===== src/common/gl_pkg.sv =====
// What this block does
// - The lock control level locks or unlocks the guard, with its sense set by the build.
// - In the unlock-sensitive build, unlocking drops both safety outputs and relocking restores them.
// - In the open-sensitive build, only opening the guard drops the safety outputs.
// - Green shows supply, yellow shows the operating state and red shows faults by flash codes.
// - With a safety input missing, green flashes at 1 Hz, red is off, yellow follows the guard.
// - An internal error drops the outputs and clears only after fault removal and open-reclose.
// - A fault warning pulls the diagnostic output low, keeps the outputs, and clears by itself.
// - A warning that lasts 30 minutes also drops both safety outputs with red still flashing.
// - The diagnostic output is high when closed and lockable or locked, otherwise low.
// - An output 1 or output 2 fault shows one or two red pulses and is a 30 minute warning.
// - A cross-connection or both outputs faulty shows three red pulses as a 30 minute warning.
// - Over-temperature shows four red pulses and is a 30 minute warning.
// - A wrong or defective actuator shows five red pulses and shuts down at once.
// - A rotary handle in a forbidden position shows six red pulses and shuts down at once.
package gl_pkg;

  // ----------------------------------------
  // timing
  // ----------------------------------------
  localparam int CLK_HZ = 100_000_000;
  localparam int TICK_MS = 1;
  localparam int TICK_CYCLES = CLK_HZ / 1000 * TICK_MS;
  localparam int BLINK_HZ = 1;
  localparam int BLINK_HALF_MS = 1000 / (2 * BLINK_HZ);
  localparam int PULSE_ON_MS = 200;
  localparam int PULSE_OFF_MS = 200;
  localparam int GROUP_GAP_MS = 1000;
  localparam int WARN_DELAY_MIN = 30;
  localparam int WARN_DELAY_MS = WARN_DELAY_MIN * 60 * 1000;

  // ----------------------------------------
  // widths and flash codes
  // ----------------------------------------
  localparam int TICK_W = 17;
  localparam int WARN_W = 21;
  localparam int PH_W = 10;
  localparam logic [2:0] CODE_NONE = 3'h0;
  localparam logic [2:0] CODE_OUT1 = 3'h1;
  localparam logic [2:0] CODE_OUT2 = 3'h2;
  localparam logic [2:0] CODE_CROSS = 3'h3;
  localparam logic [2:0] CODE_TEMP = 3'h4;
  localparam logic [2:0] CODE_ACT = 3'h5;
  localparam logic [2:0] CODE_HANDLE = 3'h6;
  localparam logic [2:0] CODE_STEADY = 3'h7;

  // ----------------------------------------
  // carriers
  // ----------------------------------------
  typedef struct packed {
    logic lock_ctrl;
    logic safety_input_1;
    logic safety_input_2;
    logic guard_closed;
    logic guard_locked;
    logic lock_possible;
    logic fault_out1;
    logic fault_out2;
    logic fault_cross;
    logic over_temp;
    logic actuator_bad;
    logic handle_bad;
    logic internal_error;
    logic power_to_lock;
    logic open_sensitive;
  } gl_pins_t;

  typedef struct packed {
    logic solenoid_on;
    logic lock_request;
    logic safety_output_1;
    logic safety_output_2;
    logic diag_out;
    logic led_green;
    logic led_yellow;
    logic led_red;
  } gl_outs_t;

  typedef enum logic [1:0] {FL_IDLE, FL_ON, FL_OFF, FL_GAP} gl_flash_t;

endpackage


===== src/gl_guard_lock.sv =====
`timescale 1ns/1ps
module gl_guard_lock #(
  parameter int TICK_LEN = gl_pkg::TICK_CYCLES,
  parameter int WARN_LEN = gl_pkg::WARN_DELAY_MS
)
(
  // clock and reset
  input wire logic clk,
  input wire logic rst,
  // pins and straps from outside, asynchronous
  input wire gl_pkg::gl_pins_t pins,
  // pins to the outside
  output gl_pkg::gl_outs_t outs
);
  import gl_pkg::*;

  // ----------------------------------------
  // state
  // ----------------------------------------
  typedef struct packed {
    gl_pins_t sync1;
    gl_pins_t sync2;
    logic [TICK_W-1:0] tick_cnt;
    logic tick;
    logic [PH_W-1:0] blink_cnt;
    logic blink;
    logic [WARN_W-1:0] warn_cnt;
    logic warn_trip;
    logic err_latch;
    logic err_opened;
    logic [2:0] shown_code;
    gl_flash_t flash;
    logic [PH_W-1:0] ph_cnt;
    logic [2:0] pulse_n;
    gl_outs_t outs;
  } gl_state_t;

  gl_state_t s;
  gl_state_t next_s;

  localparam logic [TICK_W-1:0] TICK_LAST = TICK_W'(TICK_LEN - 1);
  localparam logic [WARN_W-1:0] WARN_LAST = WARN_W'(WARN_LEN - 1);
  localparam logic [PH_W-1:0] BLINK_LAST = PH_W'(BLINK_HALF_MS - 1);
  localparam logic [PH_W-1:0] ON_LAST = PH_W'(PULSE_ON_MS - 1);
  localparam logic [PH_W-1:0] OFF_LAST = PH_W'(PULSE_OFF_MS - 1);
  localparam logic [PH_W-1:0] GAP_LAST = PH_W'(GROUP_GAP_MS - 1);

  gl_pins_t p;
  logic inputs_ok;
  logic locked;
  logic warn_active;
  logic shut_cause;
  logic [2:0] cur_code;
  logic enable_base;
  logic err_any;
  logic red_pulse;

  // ----------------------------------------
  // condition decode
  // ----------------------------------------
  // everything below reads only the second synchroniser stage
  always_comb
  begin
    p = s.sync2;
    inputs_ok = p.safety_input_1 & p.safety_input_2;
    locked = p.guard_closed & p.guard_locked;
    warn_active = p.fault_out1 | p.fault_out2 | p.fault_cross | p.over_temp;
    shut_cause = p.internal_error | p.actuator_bad | p.handle_bad;
    // most severe cause picks the code; both outputs bad reads as a cross fault
    if (p.internal_error)
      cur_code = CODE_STEADY;
    else if (p.handle_bad)
      cur_code = CODE_HANDLE;
    else if (p.actuator_bad)
      cur_code = CODE_ACT;
    else if (p.over_temp)
      cur_code = CODE_TEMP;
    else if (p.fault_cross | (p.fault_out1 & p.fault_out2))
      cur_code = CODE_CROSS;
    else if (p.fault_out2)
      cur_code = CODE_OUT2;
    else if (p.fault_out1)
      cur_code = CODE_OUT1;
    else
      cur_code = CODE_NONE;
  end

  // ----------------------------------------
  // next state
  // ----------------------------------------
  always_comb
  begin
    next_s = s;
    next_s.sync1 = pins;
    next_s.sync2 = s.sync1;

    // millisecond tick; long counts run on it to keep counters narrow
    next_s.tick = 1'b0;
    if (s.tick_cnt == TICK_LAST)
    begin
      next_s.tick_cnt = '0;
      next_s.tick = 1'b1;
    end
    else
      next_s.tick_cnt = s.tick_cnt + 1'b1;

    // 1 Hz blink, half period on and half off
    if (s.tick)
    begin
      if (s.blink_cnt == BLINK_LAST)
      begin
        next_s.blink_cnt = '0;
        next_s.blink = ~s.blink;
      end
      else
        next_s.blink_cnt = s.blink_cnt + 1'b1;
    end

    // warning timer restarts whenever the cause goes away
    if (!warn_active)
      next_s.warn_cnt = '0;
    else if (s.tick && !s.warn_trip)
    begin
      if (s.warn_cnt == WARN_LAST)
      begin
        // latch together with the trip, so the clear path below can always release it
        next_s.warn_trip = 1'b1;
        next_s.err_latch = 1'b1;
      end
      else
        next_s.warn_cnt = s.warn_cnt + 1'b1;
    end

    // error latch: a live cause always wins over the clear
    // an opening counts only once every cause has gone
    if (s.err_latch && !p.guard_closed && !shut_cause && !warn_active)
      next_s.err_opened = 1'b1;
    if (shut_cause)
      next_s.err_latch = 1'b1;
    else if (s.err_latch && s.err_opened && p.guard_closed && !warn_active)
    begin
      next_s.err_latch = 1'b0;
      next_s.err_opened = 1'b0;
      next_s.warn_trip = 1'b0;
    end

    // keep the last code shown while an error is held
    if (cur_code != CODE_NONE)
      next_s.shown_code = cur_code;
    else if (!s.err_latch)
      next_s.shown_code = CODE_NONE;

    // flash groups: n pulses then a long gap, repeated
    if (s.tick)
    begin
      next_s.ph_cnt = s.ph_cnt + 1'b1;
      case (s.flash)
        FL_IDLE:
        begin
          next_s.ph_cnt = '0;
          if (s.shown_code != CODE_NONE && s.shown_code != CODE_STEADY)
          begin
            next_s.flash = FL_ON;
            next_s.pulse_n = 3'h1;
          end
        end
        FL_ON:
          if (s.ph_cnt == ON_LAST)
          begin
            next_s.ph_cnt = '0;
            if (s.pulse_n >= s.shown_code)
              next_s.flash = FL_GAP;
            else
              next_s.flash = FL_OFF;
          end
        FL_OFF:
          if (s.ph_cnt == OFF_LAST)
          begin
            next_s.ph_cnt = '0;
            next_s.flash = FL_ON;
            next_s.pulse_n = s.pulse_n + 1'b1;
          end
        FL_GAP:
          if (s.ph_cnt == GAP_LAST)
          begin
            next_s.ph_cnt = '0;
            next_s.flash = FL_IDLE;
          end
        default:
          next_s.flash = FL_IDLE;
      endcase
    end

    // ----------------------------------------
    // outputs, registered
    // ----------------------------------------
    // magnet follows the input level; its meaning depends on the build
    next_s.outs.solenoid_on = p.lock_ctrl;
    next_s.outs.lock_request = p.power_to_lock ? p.lock_ctrl : ~p.lock_ctrl;

    // unlock-sensitive needs the lock, open-sensitive only a closed guard
    next_s.outs.safety_output_1 = enable_base;
    next_s.outs.safety_output_2 = enable_base;

    // warnings pull diag low; the outputs drop only once the warning timer trips
    next_s.outs.diag_out = p.guard_closed & (locked | p.lock_possible)
                           & ~warn_active & ~err_any;

    next_s.outs.led_green = inputs_ok ? 1'b1 : s.blink;
    if (err_any && inputs_ok)
      next_s.outs.led_yellow = 1'b0;
    else if (locked)
      next_s.outs.led_yellow = 1'b1;
    else if (p.guard_closed)
      next_s.outs.led_yellow = s.blink;
    else
      next_s.outs.led_yellow = 1'b0;
    // red stays dark while a safety input is missing
    if (!inputs_ok)
      next_s.outs.led_red = 1'b0;
    // the code taken this cycle, so steady red comes with the output drop
    else if (next_s.shown_code == CODE_STEADY)
      next_s.outs.led_red = 1'b1;
    else
      next_s.outs.led_red = red_pulse;
  end

  // ----------------------------------------
  // output gating helpers
  // ----------------------------------------
  assign err_any = s.err_latch | shut_cause | s.warn_trip;
  assign red_pulse = (s.flash == FL_ON);
  // closed-unlocked keeps outputs only for the open-sensitive build
  assign enable_base = inputs_ok & ~err_any
                       & (p.open_sensitive ? p.guard_closed : locked);

  // ----------------------------------------
  // state register
  // ----------------------------------------
  always_ff @(posedge clk or posedge rst)
  begin
    if (rst)
    begin
      s <= '0;
    end
    else
    begin
      s <= next_s;
    end
  end

  assign outs = s.outs;

endmodule

===== config.mk =====
export PLATFORM = sky130hd
export DESIGN_NAME = gl_guard_lock
export DESIGN_NICKNAME = d
export VERILOG_FILES = /design/src/common/gl_pkg.sv /design/src/gl_guard_lock.sv
export SDC_FILE = /design/constraint.sdc
export NUM_CORES = 1
export LEC_CHECK = 0
export BUFFER_PORTS_ARGS = -buffer_cell sky130_fd_sc_hd__buf_4
export CAP_MARGIN = 20
export CORE_AREA = 2 2 107 109
export DETAILED_ROUTE_END_ITERATION = 7
export DIE_AREA = 0 0 109 111
export HOLD_SLACK_MARGIN = 0.15
export PLACE_DENSITY = 0.66
export SETUP_SLACK_MARGIN = 0.3
export SLEW_MARGIN = 20
export SYNTH_ARGS = -nofsm -noshare
export SYNTH_HDL_FRONTEND = slang
export SYNTH_SLANG_ARGS = --single-unit

===== constraint.sdc =====
create_clock -name clk -period 4.35 [get_ports clk]
set_input_delay 0.87 -clock clk [delete_from_list [all_inputs] [get_ports clk]]
set_output_delay 0.87 -clock clk [all_outputs]
set_load 0.05 [all_outputs]

==> impl_results.md <==
* Worst path top cell family by delay: simple AND/OR/NAND/NOR gates
* Unique masters post-synth at 58
* Total chip power at 1900 uW
* Hold EP: p[10]$_DFF_PP0_
* Critical hold path startpoint: next_s[89]$_DFF_PP0_
* Layout cells sized above 1 at 0.129
* Die H at 111 um
* Maxcap violations at 0
* Syn_nets at 475
* DR iter-0 viols at 175
* Clock sink count at 108
* Max Transition Viols Final at 0
* TritonCTS clock tree: yes
* Cell taking the most area after synthesis: dfrtp_1
* Via count at 3,295
* Starting density of the core at 0.434
* Period utilization at 0.585
* Detailed Routing Iterations Pass 1 at 6
* DIE WIDTH at 109 um
* Synth Cell Area at 4810 um^2
* Top cells by area, synth: dfrtp_1 (56%), xor2_1 (3.3%), nand2_1 (3.1%)
* Storage cell area at 2700 um^2
* Vias in the first global route at 3,425
* Top-count cell post-synth: dfrtp_1
* FF-to-FF path depth at 6
* Max incr delay on CP at 0.57 ns
* CP max stage cell: nor3b_1
* Crit path max fanout at 7
* Synth top area share at 0.562
* Core area at 11,100 um^2
* Fin Clk Skew at 0.00765 ns
* Crit path buf inv count at 0
* Synth warn at 0
* Cts repair resizes at 0
* Routed Antenna Nets at 0
* CTS clock-pin slew for the worst setup and hold paths at 0.07 ns
* H-tree Lvls at 3
* First-pass GRT wire length at 15,300 um
* Worst slew pin tran at 0.995 ns
* FFs w/ async S/R, synth at 1.00
* Top Ports at 25
* Largest net degree at the start of global routing at 66
* Insertion delay to the later sink of the worst-skew pair at 0.34 ns
* Pwr dens at 353 nW/um^2
* DRC viols at 0
* CTS buffer count at 9
* Min Hold Slack at 0.350 ns
* Setup crit start kind: flop
* Setup Buffers After CTS at 0
* Synth top cells by count: dfrtp_1 (108), nand2_1 (40), nor2_1 (39), nand3_1 (22), o21ai_0 (21)
* Synthesis-stage register bit count at 108
* DP HPWL at 5740 um
* Row count at 39
* Fill cell count at 978
* Crit-path cells: ha_1, and4bb_2, nor3b_1, a21oi_1, a211oi_1, mux2_2
* Setup_tns at 0 ns
* Lkg Pwr at 0.00236 uW
* RSZ-0062 raised after global routing: false
* Max frequency at 0.393 GHz
* VDD IR-drop max at 0.000217 V
* Final WL at 8300 um
* Critical path class: reg -> reg
* GPL Wtd Cong at 0.830
* Reg2reg setup slack at 1.81 ns
* Root buffer cell: clkbuf_16
* Post-layout nets at 493
* Sequential fraction of the synthesis area at 0.562
* R2r endpoint: s[9]$_DFFE_PP0P_
* Critical Path RT at 4.57 ns
* Period minus WS final at 2.54 ns
* Max-slew headroom at 0.330
* # setup viols final at 0
* Status: finished clean
* Port Buf Inserts at 24
* Die ar. at 12,100 um^2
* Total track usage at 0.154
* Worst Hold Class: reg -> reg
* Predominant post-synthesis flop cell: dfrtp_1
* Syn_area_per_cell at 10.7 um^2
* Multi-input logic area at 1930 um^2
* Post-synth EDFFs at 0
* Avg WL per Cell at 13.5 um
* Crit path DAT at 2.77 ns
* CP endpoint kind: flop
* Cells after Synth at 450
* Ant. Diodes at 0
* Hold Fails Final Rpt at 0
* Clk buf depth at 2
* Initial antenna violation count at 0
* Worst hold path depth at 0
* FF-to-FF Start: s[11]$_DFFE_PP0P_
* Via density per instance at 5.35
* GRT Residual Overflow at 0
* Hold Buf Count CTS at 0
* Area delta synth->final at 11.9%
## cell usage in the layout, fill, tap and decap left out, types with 3 or more instances in the layout
cell and count:
nand2b_1 7, o31ai_1 6, dfrtp_1 108, clkbuf_16 9, nor4_1 4, nand2_1 40, nand4b_1 4, inv_8 3
nor2b_1 5, inv_1 15, or2_2 3, nand3_1 22, or4_1 6, xnor2_1 15, o21ai_0 21, xor2_1 18
a211oi_1 3, buf_4 27, nor2_1 39, nor3b_1 3, and4_1 6, ha_1 8, and3_1 7, a21oi_1 16
nand4_1 13, nor3_1 10, or3_1 8
## worst reg2reg max path, delay by kind of cell, from the launching register on
| family | cells | cell delay (ns) |
|---|---|---|
| compound gates | 2 | 0.63 |
| fa+ha+maj | 1 | 0.21 |
| flops | 1 | 0.38 |
| mux | 1 | 0.39 |
| simple gates | 2 | 0.83 |
## layer usage
metal | track usage | vias up | wire [um]
met5 | 0 | - | 0
met4 | 0.0376 | 0 | 61
met3 | 0.0312 | 6 | 171
met2 | 0.253 | 40 | 4110
met1 | 0.208 | 1625 | 3950
li1 | - | 1624 | -
## registers in the layout, indices dropped and copies added, names as in the netlist
| signal | count |
|---|---|
| next_s | 16 |
| outs | 7 |
| s | 71 |
| p | 14 |
## cell type report
type / count / share of cell area
Sequential cell: 108 / 0.502
Multi-Input combinational cell: 306 / 0.359
Clock buffer: 10 / 0.0444
Timing Repair Buffer: 27 / 0.0377
Tap cell: 143 / 0.0332
Clock inverter: 6 / 0.0121
Inverter: 16 / 0.0116
## power breakdown
part           internal [uW]  switching (uW)  leakage [uW]
Combinational           22.5            43.3      0.000815
Clock                    421             382      0.000143
Sequential              1020            10.8       0.00140
## through the flow
stage / instances / util / setup slack (ns) / cell area, um^2
global route: 616 / 0.486 / 1.55 / 5380
finish: 616 / 0.486 / 1.81 / 5380
floorplan: 450 / - / 0.634 / 4810
CTS: 616 / 0.485 / 1.85 / 5380
detailed placement: 600 / 0.458 / 1.89 / 5070
global placement: 600 / 0.458 / 2.04 / 5070
## cells by family (layout without fill, tap and decap cells)
group,Yosys count,count (layout),share of synthesized area
buffers and inverters,36,59,0.0393
xor gates and xnor gates,33,33,0.0601
and+or+nand+nor,188,188,0.209
DFF,108,108,0.562
AOI/OAI and AO/OA,73,73,0.101
adders and majority gates,8,8,0.0208
muxes,4,4,0.00884
## how the worst max path moves through the flow
stage / startpoint / endpoint / cells after the start
2_1_floorplan: rst / next_s[79]$_DFF_PP0_ / 1
3_3_place_gp: s[11]$_DFFE_PP0P_ / s[9]$_DFFE_PP0P_ / 6
3_5_place_dp: s[11]$_DFFE_PP0P_ / s[9]$_DFFE_PP0P_ / 6
4_1_cts: s[11]$_DFFE_PP0P_ / s[9]$_DFFE_PP0P_ / 6
5_1_grt: s[11]$_DFFE_PP0P_ / s[9]$_DFFE_PP0P_ / 6
6_report: s[11]$_DFFE_PP0P_ / s[9]$_DFFE_PP0P_ / 6
Power figures use the tool's default switching activity.
